File: config.mk
export PLATFORM = sky130hd
export DESIGN_NAME = backplane_irq_line_allocator
export DESIGN_NICKNAME = d
export VERILOG_FILES = /design/src/rtl/backplane_irq_line_allocator.v /design/src/rtl/leftmost_finder.v
export VERILOG_INCLUDE_DIRS = /design/src /design/src/rtl
export SDC_FILE = /design/constraint.sdc
export NUM_CORES = 1
export LEC_CHECK = 0
export BUFFER_PORTS_ARGS = -buffer_cell sky130_fd_sc_hd__buf_2
export CORE_MARGIN = 2
export CORE_UTILIZATION = 35
export DETAILED_ROUTE_END_ITERATION = 8
export PLACE_DENSITY = 0.68
export SYNTH_ARGS = -nofsm -noshare
export SYNTH_HDL_FRONTEND = slang
export SYNTH_HIERARCHICAL = 1
export SYNTH_SLANG_ARGS = --single-unit
export TNS_END_PERCENT = 100
File: constraint.sdc
create_clock -name clk -period 1.55 [get_ports clk]
set_input_delay 0.0775 -clock clk [delete_from_list [all_inputs] [get_ports clk]]
set_output_delay 0.0775 -clock clk [all_outputs]
set_load 0.03 [all_outputs]
File: src/rtl/irq_alloc_defines.vh
// constants for the backplane interrupt line allocator
// assumes a single clock and an active-low asynchronous reset
`ifndef IRQ_ALLOC_DEFINES_VH
`define IRQ_ALLOC_DEFINES_VH

// ----------------------------------------------------------------
// rack shape
// ----------------------------------------------------------------
`define NUM_PROC      4
`define PROC_IDX_W    2
`define LINE_W        2
`define EV_CNT_W      3
`define LINE_CNT_W    4

// ----------------------------------------------------------------
// limits
// ----------------------------------------------------------------
`define NUM_LINES     4'h4
`define MAX_EV_PER_LN 3'h4
`define MAX_EXCL_RACK 4'h2

// ----------------------------------------------------------------
// reset values and codes
// ----------------------------------------------------------------
`define FAIL_CODE     8'h2C
`define CODE_NONE     8'h00
`define LINE_RST      2'h0

`endif

File: src/rtl/backplane_irq_line_allocator.v
// allocator of the four shared backplane interrupt lines among
// processor modules, evaluated on each run request strobe
// assumes request inputs are stable and synchronous to clk
// assumes slot 0 is the leftmost slot of the rack
`timescale 1ns/1ps
`default_nettype none
`include "irq_alloc_defines.vh"

// Summary of operation
// - four lines only, never more granted
// - event line: up to four, one processor
// - exclusive task line serves that task alone
// - per processor: one event, one exclusive line
// - one to four events take one line
// - network line allocated via leftmost processor
// - all network modules share one line
// - network line may join leftmost event line
// - network line never joins exclusive line
// - unmet requests give code 44, no run
module backplane_irq_line_allocator
(
  input  wire                              clk,
  input  wire                              rst_n,
  input  wire                              run_req,
  input  wire [`NUM_PROC-1:0]              proc_present,
  input  wire [`NUM_PROC*`EV_CNT_W-1:0]    event_count,
  input  wire [`NUM_PROC-1:0]              exclusive_control_task,
  input  wire                              net_present,
  output reg  [`NUM_PROC-1:0]              event_grant_reg,
  output reg  [`NUM_PROC*`LINE_W-1:0]      event_line_reg,
  output reg  [`NUM_PROC-1:0]              excl_grant_reg,
  output reg  [`NUM_PROC*`LINE_W-1:0]      excl_line_reg,
  output reg                               net_grant_reg,
  output reg  [`LINE_W-1:0]                net_line_reg,
  output reg                               net_shared_reg,
  output reg                               alloc_valid_reg,
  output reg                               run_enable_reg,
  output reg                               fail_reg,
  output reg  [7:0]                        fail_code_reg
);

  // ----------------------------------------------------------------
  // per-slot demand and running line count
  // ----------------------------------------------------------------
  wire [`LINE_CNT_W-1:0]         base      [0:`NUM_PROC];
  wire [`LINE_CNT_W-1:0]         excl_cnt  [0:`NUM_PROC];
  wire [`NUM_PROC-1:0]           ev_need;
  wire [`NUM_PROC-1:0]           ex_need;
  wire [`NUM_PROC-1:0]           ev_over;
  wire [`NUM_PROC*`LINE_W-1:0]   ev_line;
  wire [`NUM_PROC*`LINE_W-1:0]   ex_line;

  assign base[0]     = {`LINE_CNT_W{1'b0}};
  assign excl_cnt[0] = {`LINE_CNT_W{1'b0}};

  // ----------------------------------------------------------------
  // line ids handed out in slot order, events before exclusive
  // ----------------------------------------------------------------
  genvar i;
  generate
    for (i = 0; i < `NUM_PROC; i = i + 1)
    begin : g_slot
      wire [`EV_CNT_W-1:0]   cnt;
      wire [`LINE_CNT_W-1:0] ex_base;
      assign cnt = event_count[i*`EV_CNT_W +: `EV_CNT_W];
      // any count from one to four needs the same single line
      assign ev_need[i] = proc_present[i] &
                          (cnt != {`EV_CNT_W{1'b0}});
      // more than four events cannot fit on the one event line
      assign ev_over[i] = proc_present[i] &
                          (cnt > `MAX_EV_PER_LN);
      assign ex_need[i] = proc_present[i] & exclusive_control_task[i];
      // exclusive task always takes a fresh line of its own
      assign ex_base = base[i] + {{(`LINE_CNT_W-1){1'b0}},
                                  ev_need[i]};
      assign base[i+1] = ex_base +
                         {{(`LINE_CNT_W-1){1'b0}}, ex_need[i]};
      assign excl_cnt[i+1] = excl_cnt[i] +
                             {{(`LINE_CNT_W-1){1'b0}}, ex_need[i]};
      // line ids read as zero where the slot holds no grant
      assign ev_line[i*`LINE_W +: `LINE_W] =
        base[i][`LINE_W-1:0] & {`LINE_W{ev_need[i]}};
      assign ex_line[i*`LINE_W +: `LINE_W] =
        ex_base[`LINE_W-1:0] & {`LINE_W{ex_need[i]}};
    end
  endgenerate

  // ----------------------------------------------------------------
  // network modules line through the leftmost processor
  // ----------------------------------------------------------------
  wire [`PROC_IDX_W-1:0] lm_idx;
  wire                   lm_any;

  leftmost_finder u_leftmost
  (
    .present (proc_present),
    .idx     (lm_idx),
    .any     (lm_any)
  );

  wire                   net_need;
  wire                   lm_has_ev;
  wire                   net_extra;
  wire [`LINE_CNT_W-1:0] total_lines;
  wire [`LINE_W-1:0]     net_line;
  wire [`LINE_W-1:0]     lm_ev_line;

  // however many network modules, one request in total
  assign net_need  = net_present & lm_any;
  assign lm_has_ev = ev_need[lm_idx];
  // share the leftmost event line, otherwise take a fresh line
  assign net_extra = net_need & ~lm_has_ev;
  assign total_lines = base[`NUM_PROC] +
                       {{(`LINE_CNT_W-1){1'b0}}, net_extra};
  // a fresh line is past every exclusive line, so never shared
  assign lm_ev_line = ev_line[lm_idx*`LINE_W +: `LINE_W];
  assign net_line = lm_has_ev ?
                    lm_ev_line :
                    base[`NUM_PROC][`LINE_W-1:0];

  // ----------------------------------------------------------------
  // failure decision
  // ----------------------------------------------------------------
  wire fail_ev;
  wire fail_excl;
  wire fail_lines;
  wire fail_orphan;
  wire fail_now;

  // a group of more than four events fits no line
  assign fail_ev     = |ev_over;
  // exclusive task limit of the rack enforced here too
  assign fail_excl   = excl_cnt[`NUM_PROC] > `MAX_EXCL_RACK;
  // demand beyond the four backplane lines
  assign fail_lines  = total_lines > `NUM_LINES;
  // network modules need a processor to claim through
  assign fail_orphan = net_present & ~lm_any;
  assign fail_now    = fail_ev | fail_excl | fail_lines |
                       fail_orphan;

  // ----------------------------------------------------------------
  // next result, a full refusal whenever any demand cannot be met
  // ----------------------------------------------------------------
  reg [`NUM_PROC-1:0]         event_grant_next;
  reg [`NUM_PROC*`LINE_W-1:0] event_line_next;
  reg [`NUM_PROC-1:0]         excl_grant_next;
  reg [`NUM_PROC*`LINE_W-1:0] excl_line_next;
  reg                         net_grant_next;
  reg [`LINE_W-1:0]           net_line_next;
  reg                         net_shared_next;
  reg                         run_enable_next;
  reg                         fail_next;
  reg [7:0]                   fail_code_next;

  always @*
  begin
    if (fail_now)
    begin
      // refuse everything so no task enters run
      event_grant_next = {`NUM_PROC{1'b0}};
      event_line_next  = {`NUM_PROC*`LINE_W{1'b0}};
      excl_grant_next  = {`NUM_PROC{1'b0}};
      excl_line_next   = {`NUM_PROC*`LINE_W{1'b0}};
      net_grant_next   = 1'b0;
      net_line_next    = `LINE_RST;
      net_shared_next  = 1'b0;
      run_enable_next  = 1'b0;
      fail_next        = 1'b1;
      fail_code_next   = `FAIL_CODE;
    end
    else
    begin
      event_grant_next = ev_need;
      event_line_next  = ev_line;
      excl_grant_next  = ex_need;
      excl_line_next   = ex_line;
      net_grant_next   = net_need;
      net_line_next    = net_need ? net_line : `LINE_RST;
      net_shared_next  = net_need & lm_has_ev;
      run_enable_next  = 1'b1;
      fail_next        = 1'b0;
      fail_code_next   = `CODE_NONE;
    end
  end

  // ----------------------------------------------------------------
  // result registers, loaded on the strobe and held until the next
  // ----------------------------------------------------------------
  always @(posedge clk or negedge rst_n)
  begin
    if (!rst_n)
    begin
      event_grant_reg <= {`NUM_PROC{1'b0}};
      event_line_reg  <= {`NUM_PROC*`LINE_W{1'b0}};
      excl_grant_reg  <= {`NUM_PROC{1'b0}};
      excl_line_reg   <= {`NUM_PROC*`LINE_W{1'b0}};
      net_grant_reg   <= 1'b0;
      net_line_reg    <= `LINE_RST;
      net_shared_reg  <= 1'b0;
      alloc_valid_reg <= 1'b0;
      run_enable_reg  <= 1'b0;
      fail_reg        <= 1'b0;
      fail_code_reg   <= `CODE_NONE;
    end
    else if (run_req)
    begin
      event_grant_reg <= event_grant_next;
      event_line_reg  <= event_line_next;
      excl_grant_reg  <= excl_grant_next;
      excl_line_reg   <= excl_line_next;
      net_grant_reg   <= net_grant_next;
      net_line_reg    <= net_line_next;
      net_shared_reg  <= net_shared_next;
      alloc_valid_reg <= 1'b1;
      run_enable_reg  <= run_enable_next;
      fail_reg        <= fail_next;
      fail_code_reg   <= fail_code_next;
    end
  end

endmodule // backplane_irq_line_allocator
`default_nettype wire

File: src/rtl/leftmost_finder.v
// priority encoder giving the lowest-numbered present processor slot
// assumes slot 0 is the leftmost slot in the rack
`timescale 1ns/1ps
`default_nettype none
`include "irq_alloc_defines.vh"

module leftmost_finder
(
  input  wire [`NUM_PROC-1:0]   present,
  output reg  [`PROC_IDX_W-1:0] idx,
  output reg                    any
);

  integer k;

  // ----------------------------------------------------------------
  // scan from the right so the leftmost hit wins
  // ----------------------------------------------------------------
  always @*
  begin
    idx = {`PROC_IDX_W{1'b0}};
    any = 1'b0;
    for (k = `NUM_PROC - 1; k >= 0; k = k - 1)
    begin
      if (present[k])
      begin
        idx = k[`PROC_IDX_W-1:0];
        any = 1'b1;
      end
    end
  end

endmodule // leftmost_finder
`default_nettype wire

# After elaboration in Yosys (flattened, before gate mapping)
# Cells that the tools add are included.
[word_totals] reg_bits=39 inputBits=24 out_inout_bits=39 word_cells=85
[classes] add_sub_neg=11 order_cmp=7 n_shift=1 n_mux=22 n_bitwise=28 n_reduce_logical=5
[ops] op="$add A4 B1 Y4" count=5
[ops] op="$and A1 B1 Y1" count=16
[ops] op="$mux W8" count=2
[ops] op="$mux W2" count=7
[ops] op="$and A2 B2 Y2" count=6
[ops] op="$gt A3 B3 Y1 const B" count=4
[ops] op="$reduce_bool A3 Y1" count=4
[ops] op="$mux W1" count=9
[ops] op="$add A3 B1 Y4" count=2
[ops] op="$mux W4" count=2
[ops] op="$shiftx A8 B4 Y2" count=1
[ops] op="$add A2 B1 Y3" count=2
[ops] op="$mux W6" count=1
[ops] op="$add A1 B1 Y2" count=2
[ops] op="$gt A4 B2 Y1 const B" count=1
[ops] op="$gt A4 B3 Y1 const B" count=1
[ops] op="$reduce_or A4 Y1" count=1
[ops] op="$lt A2 B3 Y1 const B" count=1
[ops] op="$or A1 B1 Y1" count=3
[ops] op="$and A1 B2 Y2" count=1
[ops] op="$bmux W1 S2" count=1
[ops] op="$not A1 Y1" count=2

# Longest topological paths before layout
# Gate-level depths: netlist of the first run.
[logic_depth] ltp_word=14 ltp_mapped=16 mapped_depth_nobuf=15

# Hierarchy
# The synthesis of the first run kept the hierarchy.
[by_module_without_submodules] module="backplane_irq_line_allocator" n_inst=1 cells_per_inst=224 area_per_inst_um2=2334.7 seq_area_each_um2=700.7
[by_module_without_submodules] module="leftmost_finder" n_inst=1 cells_per_inst=7 area_per_inst_um2=35.0 seq_area_each_um2=0.0

# Least setup slack after synthesis of the first run
# OpenSTA, ideal clock, no wires.
[synth_timing] path_type="input to register" start="input event_count[2]" end="register event_grant_reg[0]" setup_time_ps=130 arrival_ps=3825 required_time_ps=1420 path_slack_ps=-2405 path_stages=15 n_path_buf=1 path_cell_list="o31a_2 > fa_1 > ha_1 > ha_1 > ha_1 > ha_1 > xnor2_1 > xnor2_2 > nor2_2 > xor3_2 > nor2_4 > xnor2_2 > xor2_2 > buf_6 > o32ai_2"
[synth_between] elab_chain_len=14 elab_cells_between_ends=22 classes_between="add/sub: 8; order compare: 2; mux: 3; bitwise: 7; reduce/logical: 2"
[synth_lines] item="start, declared" line="backplane_irq_line_allocator.v:26" rtl="input wire [`NUM_PROC*`EV_CNT_W-1:0] event_count,"
[synth_lines] item="$reduce_bool A3 Y1" line="backplane_irq_line_allocator.v:68" rtl="(cnt != {`EV_CNT_W{1'b0}});"
[synth_lines] item="$and A1 B1 Y1" line="backplane_irq_line_allocator.v:67" rtl="assign ev_need[i] = proc_present[i] &"
[synth_lines] item="$add A1 B1 Y2" line="backplane_irq_line_allocator.v:76" rtl="assign base[i+1] = ex_base +"
[synth_lines] item="$add A2 B1 Y3" line="backplane_irq_line_allocator.v:74" rtl="assign ex_base = base[i] + {{(`LINE_CNT_W-1){1'b0}},"
[synth_lines] item="$add A3 B1 Y4" line="backplane_irq_line_allocator.v:76"
[synth_lines] item="$add A4 B1 Y4" line="backplane_irq_line_allocator.v:74"
[synth_lines] item="$add A4 B1 Y4" line="backplane_irq_line_allocator.v:76"
[synth_lines] item="$add A4 B1 Y4" line="backplane_irq_line_allocator.v:74"
[synth_lines] item="$add A4 B1 Y4" line="backplane_irq_line_allocator.v:76"
[synth_lines] item="$add A4 B1 Y4" line="backplane_irq_line_allocator.v:113" rtl="assign total_lines = base[`NUM_PROC] +"
[synth_lines] item="$gt A4 B3 Y1 (no line)"
[synth_lines] item="$or A1 B1 Y1 (2 in a row)" line="backplane_irq_line_allocator.v:138" rtl="assign fail_now = fail_ev | fail_excl | fail_lines |"
[synth_lines] item="$mux W4 *" line="backplane_irq_line_allocator.v:157" rtl="if (fail_now)"
[synth_lines] item="end signal, assigned" line="backplane_irq_line_allocator.v:193" rtl="event_grant_reg <= {`NUM_PROC{1'b0}};"
[synth_lines] item="end signal, assigned" line="backplane_irq_line_allocator.v:207" rtl="event_grant_reg <= event_grant_next;"
[synth_lines] item="end, declared" line="backplane_irq_line_allocator.v:29" rtl="output reg [`NUM_PROC-1:0] event_grant_reg,"
# Every way passes the cells marked *; elsewhere a longest branch is shown, timed or not. The select of a mux whose other input is x is not followed.
# A chain may end at the register's enable or synchronous reset.

# Worst setup path in the final report of the first run
[layout_timing] start="input event_count[5]" end="register excl_grant_reg[2]"
[layout_between] elab_chain_len=13 elab_cells_between_ends=21 classes_between="add/sub: 7; order compare: 2; mux: 3; bitwise: 7; reduce/logical: 2"
[layout_lines] item="$reduce_bool A3 Y1" line="backplane_irq_line_allocator.v:68"
[layout_lines] item="$and A1 B1 Y1" line="backplane_irq_line_allocator.v:67"
[layout_lines] item="$add A2 B1 Y3" line="backplane_irq_line_allocator.v:74"
[layout_lines] item="$add A3 B1 Y4" line="backplane_irq_line_allocator.v:76"
[layout_lines] item="$add A4 B1 Y4" line="backplane_irq_line_allocator.v:74"
[layout_lines] item="$add A4 B1 Y4" line="backplane_irq_line_allocator.v:76"
[layout_lines] item="$add A4 B1 Y4" line="backplane_irq_line_allocator.v:74"
[layout_lines] item="$add A4 B1 Y4" line="backplane_irq_line_allocator.v:76"
[layout_lines] item="$add A4 B1 Y4" line="backplane_irq_line_allocator.v:113"
[layout_lines] item="$gt A4 B3 Y1 (no line)"
[layout_lines] item="$or A1 B1 Y1 * (2 in a row)" line="backplane_irq_line_allocator.v:138"
[layout_lines] item="$mux W4 *" line="backplane_irq_line_allocator.v:157"
[layout_lines] item="end signal, assigned" line="backplane_irq_line_allocator.v:195" rtl="excl_grant_reg <= {`NUM_PROC{1'b0}};"
[layout_lines] item="end signal, assigned" line="backplane_irq_line_allocator.v:209" rtl="excl_grant_reg <= excl_grant_next;"
[layout_lines] item="end, declared" line="backplane_irq_line_allocator.v:31" rtl="output reg [`NUM_PROC-1:0] excl_grant_reg,"
# Marked as above.

==> impl_metrics.json, run 1 <==
{
  "grt-ovfl-total": 0,
  "crit_family": "adder cells",
  "initial_utilization_pct": 36.7,
  "worstSetupStartpointType": "input port",
  "cts.sinks": 28,
  "cp_max_fo": 8,
  "fin_ws_ps": -2010,
  "period_share_pct": 230,
  "synth_top_area_share_pct": 29.6,
  "die_area_sq_um": 7450,
  "largest_reg_flops": 7,
  "die_h_um": 86.3,
  "final_hold_viol_count": 0,
  "netlist.top_cell.by_area": "dfrtp_1",
  "gp_congestion": 0.914,
  "via_per_inst": 4.94,
  "holdWs_ps": 309,
  "setup_viol": 27,
  "violations": "setup timing",
  "grtUsageTotal_pct": 19.0,
  "cpMaxStageDelayCell": "fa_2",
  "yosysSeqAreaShare_pct": 29.6,
  "tightestPinTransition_ps": 653,
  "dp_hpwl_mm": 4.90,
  "wl_per_cell_um": 15.7,
  "ir_worst_vdd_mv": 0.472,
  "cts.htree.levels": 1,
  "drtPass1Iterations": 4,
  "drive_gt1_share_pct": 54.9,
  "ys_types": 49,
  "finalPower_mw": 3.86,
  "cp_common_cell": "ha_4",
  "final.min_clock_period_ps": 3560,
  "diodes": 0,
  "clock-root-buffer": "clkbuf_8",
  "synth.area.top_cells": "dfrtp_1, o32ai_2, ha_1, inv_1, nand2_1",
  "end_kind": "flip-flop",
  "wl_mm": 6.65,
  "die_w_um": 86.3,
  "grt_pass1_wl_mm": 11.1,
  "syn_to_final_growth_pct": 51.8,
  "final_net_count": 393,
  "grt_max_degree": 29,
  "ant_nets": 0,
  "rows": 29,
  "synth_area_sq_um": 2370,
  "cts_inserted_buffers": 3,
  "max_freq_mhz": 281,
  "port_buffers": 54,
  "fin_util_pct": 55.7,
  "clk_path_buf_depth": 2,
  "antenna_found_initial": 0,
  "drt-initial-drc-count": 78,
  "required_ps": 1710,
  "rsz0062_at_grt": "yes",
  "via_count": 2098,
  "placed_area_sq_um": 3110,
  "slew_violations": 0,
  "skew_ps": 0,
  "cp_slowest_stage_delay_ps": 580,
  "clk_latency_ps": 280,
  "worst_hold_path_type": "in2reg",
  "synth.avg_cell_area_sq_um": 10.3,
  "drc": 0,
  "core_area_sq_um": 6460,
  "cts.clk_slew.worst_paths_ps": 100,
  "fin_tns_setup_ps": -53030,
  "worstPathCellList": "buf_6 -> o31a_4 -> fa_2 -> ha_4 -> ha_4 -> ha_4 -> ha_4 -> mux2i_2 -> o21ai_2 -> xor3_2 -> nor2_4 -> xnor2_4 -> xor2_4 -> buf_12 -> buf_12 -> o32ai_2",
  "synth-seq-cells": 28,
  "ios": 63,
  "max_cap_viol_count": 0,
  "syn-instance-count": 231,
  "cellLeakagePower_nw": 1.71,
  "grt_pass1_vias": 2206,
  "status": "complete, but fails checks",
  "cts_tree": "done",
  "worstPathBufferInverterCount": 3,
  "setup.worst_path.class": "in2reg",
  "relSlewSlack_pct": 56.5,
  "critPathArrivalTime_ps": 3720,
  "p_per_area_nw_per_um2": 1070,
  "yosys_warnings": 6,
  "fin_area_sq_um": 3600
}
[logic make-up (layout without fill, tap and decap cells)]
group	after synthesis	count (layout)	synth area share (%)
other cells	1	8	0.158
xor+xnor	12	13	6.71
buf+inv	52	161	12.7
compound gates	46	46	22.1
mux	3	3	1.85
fa+ha+maj	21	21	11.6
flops	28	28	29.6
simple gates	68	68	15.3
[metal layers]
layer  vias to the layer above  routed length (um)  part of all wire [%]  GRT usage [%]
li1                       1023                   -                     -              -
met1                      1010                3020                    45           25.7
met2                        57                3280                    49           32.1
met3                         8                 279                   4.2           2.57
met4                         0                  80                   1.2           4.69
met5                         -                   0                     0              0
[cells in the final DEF (no fill, tap or decap), types with 3 or more instances in the layout]
cell / count
conb_1: 8
nand2b_1: 8
nor2_1: 4
xor2_4: 3
dfrtp_1: 28
nand3_1: 6
ha_4: 7
nor2_2: 3
o211ai_1: 7
buf_2: 50
xnor2_1: 4
buf_4: 60
a21oi_1: 3
nand2_1: 27
and2_2: 3
ha_1: 11
inv_1: 32
o41ai_4: 3
clkbuf_8: 3
o32ai_2: 19
o41ai_2: 3
buf_6: 11
[cell type report]
type / instances / area [sq um]
Fill cell: 553 / 2860
Multi-Input combinational cell: 159 / 1710
Timing Repair Buffer: 125 / 902
Sequential cell: 28 / 701
Inverter: 32 / 120
Tap cell: 77 / 96.3
Clock buffer: 3 / 41.3
Clock inverter: 1 / 30.0
[worst paths after layout]
| check | from | end | slack [ps] | depth (start not counted) |
|---|---|---|---|---|
| setup / recovery | event_count[5] | excl_grant_reg[2] | -2010 | 16 |
| hold / removal | proc_present[2] | event_grant_reg[2] | 310 | 5 |
| setup reg to reg | alloc_valid_reg | alloc_valid_reg | 790 | 1 |
| hold reg to reg | alloc_valid_reg | alloc_valid_reg | 470 | 1 |
| max in group asynchronous | rst_n | event_line_reg[2] | 780 | 2 |
| min in group asynchronous | rst_n | net_line_reg[0] | 330 | 2 |
[cells in the mapped netlist (all sizes together)]
| library cell | n |
|---|---|
| or2 | 1 |
| mux4 | 1 |
| inv | 32 |
| xnor2 | 8 |
| clkbuf | 4 |
| o32ai | 20 |
| nor2 | 9 |
| xor2 | 2 |
| xnor3 | 1 |
| a21oi | 4 |
| conb | 1 |
| mux2i | 1 |
| o31ai | 1 |
| mux2 | 1 |
| and2b | 1 |
| buf | 16 |
| nor3 | 4 |
| maj3 | 1 |
| and2 | 5 |
| a221oi | 1 |
| nand3b | 1 |
| o41ai | 6 |
| or3 | 1 |
| nand2b | 8 |
| o21ai | 3 |
| nor3b | 1 |
| o32a | 1 |
| nand4bb | 1 |
| nand2 | 27 |
| o211ai | 7 |
| nand3 | 6 |
| and3 | 1 |
| xor3 | 1 |
| o31a | 3 |
| dfrtp | 28 |
| fa | 2 |
| ha | 18 |
| nor2b | 1 |
| nor4b | 1 |
[power breakdown]
group	total, mW	switching, mW	internal [mW]	leakage, nW
combinational	2.38	1.30	1.07	1.30
clock	0.617	0.271	0.347	0.0357
sequential	0.864	0.0488	0.816	0.375
total	3.86	1.62	2.24	1.71
[worst min-delay path, delay by kind of cell]
kind	cells	cell delay, ps
compound gates	2	130
buf+inv	3	340
[timing repair]
item                                    CTS  global route
buffers inserted                         11             1
resized for setup                        31            11
gates cloned                              2             0
endpoints found under the hold margin    28             0
pin swaps                                40            11
hold buffers                              1             0
endpoints found under the setup margin   27            27
[per-stage QoR]
stage / std cells / setup WS [ps]
floorplan: 238 / -2130
global placement: 407 / -2460
detailed placement: 407 / -2600
CTS: 425 / -2080
global route: 425 / -2120
finish: 425 / -2010
No activity file was read; power rests on OpenSTA's default activity.
==> run 2: changes to the inputs <==
--- a/config.mk
+++ b/config.mk
@@ -7,6 +7,7 @@
 export NUM_CORES = 1
 export LEC_CHECK = 0
 export BUFFER_PORTS_ARGS = -buffer_cell sky130_fd_sc_hd__buf_2
+export CORE_ASPECT_RATIO = 0.5
 export CORE_MARGIN = 2
 export CORE_UTILIZATION = 35
 export DETAILED_ROUTE_END_ITERATION = 8
==> run 2 against run 1 <==
Largest cell class unchanged. Setup slack got worse by 23 ps. Power increased by 9.7%. Highest routed layer unchanged. Die area increased by 0.54%. Critical path depth increased by 3. First-iteration DRC count increased by 21%. Clock power increased by 24%. Via count increased by 2.8%. Sequential cell count unchanged. The run still ends with setup timing left.
==> impl_metrics.json, run 2 (same netlist as run 1, synthesis figures left out) <==
{
  "layout_common_cells": "buf_4, buf_2, inv_1",
  "core_area_sq_um": 6620,
  "pwr-share-comb_pct": 61.4,
  "slew_violations": 0,
  "tightestPinTransition_ps": 638,
  "grt-ovfl-total": 0,
  "die_area_sq_um": 7490,
  "critPathArrivalTime_ps": 3750,
  "r2r_cells": 1,
  "clk_path_buf_depth": 2,
  "fin_area_sq_um": 3630,
  "antenna_found_initial": 0,
  "cts_tree": "done",
  "crit_start": "event_count[2]",
  "rsz0062_at_grt": "yes",
  "die_w_um": 120,
  "crit_path_end": "event_line_reg[5]",
  "dp_hpwl_mm": 5.02,
  "holdWs_ps": 283,
  "fin_util_pct": 54.8,
  "ios": 63,
  "cp_max_fo": 8,
  "clkPwrFrac_pct": 18.1,
  "p_int_mw": 2.56,
  "worstSetupStartpointType": "input port",
  "switchingPower_mw": 1.67,
  "period_share_pct": 231,
  "grt_pass1_vias": 2106,
  "r2r_slack_ps": 800,
  "via_count": 2156,
  "fin_tns_setup_ps": -53700,
  "cts.htree.levels": 1,
  "drive_gt1_share_pct": 54.2,
  "drtPass1Iterations": 4,
  "cts.sinks": 28,
  "violations": "setup timing",
  "final_hold_viol_count": 0,
  "largest_reg_flops": 7,
  "setup.worst_path.class": "in2reg",
  "clock-root-buffer": "clkbuf_16",
  "ir_worst_vdd_mv": 0.560,
  "syn_to_final_growth_pct": 53.2,
  "max_cap_viol_count": 0,
  "via_per_inst": 4.83,
  "port_buffers": 54,
  "drt-initial-drc-count": 94,
  "cp_common_cell": "ha_4",
  "final_net_count": 399,
  "status": "complete, but fails checks",
  "wl_mm": 6.66,
  "grt_pass1_wl_mm": 10.9,
  "crit_family": "adder cells",
  "worst-path-stages": 19,
  "cts_inserted_buffers": 3,
  "gp_congestion": 0.865,
  "final.min_clock_period_ps": 3590,
  "rows": 21,
  "p_seq_share_pct": 20.5,
  "max_freq_mhz": 279,
  "cts.clk_slew.worst_paths_ps": 70,
  "skew_ps": 0,
  "rr_endpoint": "alloc_valid_reg",
  "final_common_cell": "buf_4",
  "drc": 0,
  "p_per_area_nw_per_um2": 1170,
  "diodes": 0,
  "wl_per_cell_um": 14.9,
  "fin_ws_ps": -2040,
  "die_h_um": 62.2,
  "clk_latency_ps": 260,
  "cp_slowest_stage_delay_ps": 580,
  "grt_max_degree": 29,
  "end_kind": "flip-flop",
  "timing.rr.start": "alloc_valid_reg",
  "required_ps": 1710,
  "worst_hold_path_type": "in2reg",
  "cellLeakagePower_nw": 1.72,
  "grtUsageTotal_pct": 18.2,
  "worstPathCellList": "buf_6 -> o31a_4 -> fa_2 -> ha_4 -> ha_4 -> ha_4 -> ha_4 -> xnor2_4 -> xnor2_2 -> buf_4 -> xnor2_2 -> buf_4 -> nand2_1 -> nor2_4 -> xnor2_2 -> xor2_2 -> buf_6 -> buf_12 -> o32ai_2",
  "initial_utilization_pct": 35.8,
  "post-place-ws_ps": -2610,
  "setup_viol": 27,
  "cpMaxStageDelayCell": "fa_2",
  "relSlewSlack_pct": 57.5,
  "worstPathBufferInverterCount": 5,
  "ant_nets": 0,
  "placed_area_sq_um": 3170,
  "swShare_pct": 39.5
}
## run 2: changes by cell type in the layout (fill, tap and decap cells not counted), moves of 3 or more
| cell | delta |
|---|---|
| clkbuf_16 | +3 |
| buf_6 | +3 |
| clkbuf_8 | -3 |
| buf_4 | +3 |
## run 2: cell type report
type                       instances  area [sq um]
clock buffer                       3          75.1
clock inverter                     1          30.0
fill                             562          2990
inverter                          32           120
multi-input combinational        159          1640
sequential                        28           701
tap                               92           115
timing repair buffer             131           951
## run 2: per-stage QoR
step,std cells,power (mW)
after floorplan,238,2.11
after detailed placement,426,2.88
after CTS,443,4.09
after global placement,426,2.82
final,446,4.23
after global routing,446,4.46
## run 2: timing repair
action                                 4_1_cts  5_1_grt
setup endpoints to repair                   27       27
endpoints found under the hold margin       28        0
setup buffers                               11        3
gates cloned                                 1        0
pin swaps                                   23        9
hold buffers                                 1        0
gates resized for setup                     29        8
## run 2: worst min-delay path by stage
stage | startpoint | endpoint | slack, ps | depth (start not counted)
2_1_floorplan | rst_n | alloc_valid_reg | -220 | 0
3_3_place_gp | rst_n | excl_line_reg[3] | 110 | 1
3_5_place_dp | rst_n | excl_line_reg[3] | 130 | 1
4_1_cts | proc_present[2] | event_grant_reg[2] | 260 | 4
5_1_grt | proc_present[2] | event_grant_reg[2] | 290 | 4
6_report | proc_present[2] | event_grant_reg[2] | 280 | 4
## run 2: per-layer routing
metal | up-vias | GRT usage (%) | wire length [um]
li1 | 1031 | - | -
met1 | 1063 | 26.2 | 3090
met2 | 58 | 29.9 | 3220
met3 | 4 | 0.735 | 276
met4 | 0 | 4.80 | 76
met5 | - | 0 | 0
## run 2: power groups by stage
stage               combinational [mW]  clock [mW]  sequential, mW
floorplan                         1.06           0            1.05
global placement                  1.94           0           0.878
detailed placement                2.00           0           0.883
CTS                               2.45       0.769           0.869
global route                      2.76       0.814           0.880
finish                            2.60       0.767           0.868
## run 2: worst min-delay path: stages
cell and delay [ps]:
buf_2 100, o31ai_1 100, buf_4 160, o41ai_2 80
==> run 3: changes to the inputs <==
--- a/config.mk
+++ b/config.mk
@@ -10,6 +10,7 @@
 export CORE_ASPECT_RATIO = 0.5
 export CORE_MARGIN = 2
 export CORE_UTILIZATION = 35
+export CTS_CLUSTER_DIAMETER = 200
 export DETAILED_ROUTE_END_ITERATION = 8
 export PLACE_DENSITY = 0.68
 export SYNTH_ARGS = -nofsm -noshare
==> constraint.sdc (replaced) <==
create_clock -name clk -period 1.55 [get_ports clk]
set_input_delay 0.31 -clock clk [delete_from_list [all_inputs] [get_ports clk]]
set_output_delay 0.31 -clock clk [all_outputs]
set_load 0.03 [all_outputs]
==> run 3 against run 2 <==
The flow still finishes with violations (setup timing). Critical path depth is 3 lower. Worst hold slack worse by 220 ps. Via count is 2.0% lower. Highest routed layer unchanged. Final cell count is 1.8% lower. Die area stayed put. First-iteration DRC count is 14% higher. Clock power is 17% lower. Register-to-register slack hardly changed. Sequential power hardly changed. Non-clock buffer count is 7 lower. Cell area is 4.1% lower. Combinational power is 11% lower.
==> impl_metrics.json, run 3 (same netlist as run 1, synthesis figures left out) <==
{
  "status": "complete, but fails checks",
  "violations": "setup timing",
  "final_net_count": 391,
  "grt_pass1_wl_mm": 10.8,
  "grtUsageTotal_pct": 18.1,
  "largest_reg_flops": 7,
  "fillers": 581,
  "fin_area_sq_um": 3480,
  "cts.clk_slew.worst_paths_ps": 70,
  "ir_worst_vdd_mv": 0.576,
  "crit_family": "adder cells",
  "core_area_sq_um": 6620,
  "worstPathCellList": "buf_6 -> o31a_4 -> fa_2 -> ha_4 -> ha_4 -> ha_4 -> ha_4 -> mux2i_1 -> o21ai_1 -> xor3_2 -> nor2_4 -> xnor2_2 -> xor2_2 -> buf_6 -> buf_12 -> o32ai_2",
  "fin_util_pct": 52.6,
  "end_kind": "flip-flop",
  "dr.max_layer_used": "met4",
  "grt_max_degree": 29,
  "drt-initial-drc-count": 107,
  "setup_viol": 27,
  "worst-path-stages": 16,
  "met3_length_um": 324,
  "cts.htree.levels": 1,
  "ios": 63,
  "cp_common_cell": "ha_4",
  "relSlewSlack_pct": 58.1,
  "final_hold_viol_count": 0,
  "r2r_slack_ps": 800,
  "drive_gt1_share_pct": 53.8,
  "fin_ws_ps": -2210,
  "timing.rr.start": "event_line_reg[3]",
  "grt_pass1_vias": 2211,
  "worstSetupStartpointType": "input port",
  "cp_max_fo": 8,
  "cts_tree": "done",
  "drtPass1Iterations": 4,
  "placed_area_sq_um": 3140,
  "syn_to_final_growth_pct": 46.8,
  "rsz0062_at_grt": "yes",
  "cp_slowest_stage_delay_ps": 570,
  "antenna_found_initial": 0,
  "initial_utilization_pct": 35.8,
  "p_per_area_nw_per_um2": 1100,
  "via_count": 2113,
  "grt-ovfl-total": 0,
  "wl_per_cell_um": 14.9,
  "rows": 21,
  "diodes": 0,
  "die_h_um": 62.2,
  "cts_inserted_buffers": 3,
  "cts.sinks": 28,
  "cpMaxStageDelayCell": "fa_2",
  "ant_nets": 0,
  "wl_met1_mm": 3.08,
  "worst_hold_path_type": "in2async",
  "finalPower_mw": 3.82,
  "tightestPinTransition_ps": 628,
  "drc": 0,
  "layout_common_cells": "buf_4, buf_2, inv_1",
  "clk_latency_ps": 260,
  "clk_path_buf_depth": 2,
  "wl_mm": 6.54,
  "die_w_um": 120,
  "cellLeakagePower_nw": 1.67,
  "gp_congestion": 0.876,
  "wl_met2_mm": 3.05,
  "max_freq_mhz": 266,
  "r2r_cells": 2,
  "rr_endpoint": "event_line_reg[3]",
  "fin_tns_setup_ps": -58090,
  "final.min_clock_period_ps": 3760,
  "max_cap_viol_count": 0,
  "clock-root-buffer": "clkbuf_16",
  "port_buffers": 54,
  "via_per_inst": 4.82,
  "final_common_cell": "buf_4",
  "die_area_sq_um": 7490,
  "slew_violations": 0,
  "required_ps": 1680,
  "dp_hpwl_mm": 5.02,
  "skew_ps": 0,
  "post-place-ws_ps": -2790,
  "critPathArrivalTime_ps": 3890,
  "worstPathBufferInverterCount": 3,
  "setup.worst_path.class": "in2reg",
  "hold_buffers": 0,
  "period_share_pct": 243
}
## run 3: power by group
part	internal, mW	switching, mW	total (mW)
clock	0.396	0.242	0.638
combinational	1.07	1.25	2.32
sequential	0.817	0.0513	0.868
total	2.28	1.54	3.82
## run 3: final cells by class
| class | count | area (sq um) | area share [%] |
|---|---|---|---|
| multi-input cells | 158 | 1610 | 46.2 |
| clock buffers | 4 | 88.8 | 2.55 |
| flip-flops and latches | 28 | 701 | 20.1 |
| well taps | 92 | 115 | 3.31 |
| repair buffers | 124 | 847 | 24.3 |
| inverters | 32 | 120 | 3.45 |
## run 3: what timing repair did
| item | 4_1_cts | 5_1_grt |
|---|---|---|
| buffers inserted | 9 | 1 |
| endpoints found under the hold margin | 0 | 0 |
| pin swaps | 25 | 4 |
| resized for setup | 18 | 8 |
| endpoints found under the setup margin | 27 | 27 |
## run 3: worst reg2reg max path, delay by kind of cell, from the launching register on
family	cells	cell delay, ps
DFF	1	400
and+or+nand+nor	1	140
AOI/OAI and AO/OA	1	100
## run 3: worst max path at each step
stage,endpoint,startpoint
after floorplan,event_grant_reg[0],event_count[4]
after global placement,excl_grant_reg[2],event_count[4]
after detailed placement,excl_grant_reg[2],event_count[4]
after CTS,excl_grant_reg[3],event_count[0]
after global routing,event_line_reg[7],event_count[0]
final,event_line_reg[7],event_count[0]
## run 3: layer usage
metal,vias up,GRT usage [%]
met3,9,1.65
li1,1018,-
met5,-,0
met1,1018,24.7
met2,68,30.7
met4,0,4.94
## run 3: metrics by stage
step           cells  hold WS, ps
6_report         438         60.2
3_3_place_gp     424          349
3_5_place_dp     424          365
4_1_cts          437         85.9
2_1_floorplan    238         14.4
5_1_grt          438          120
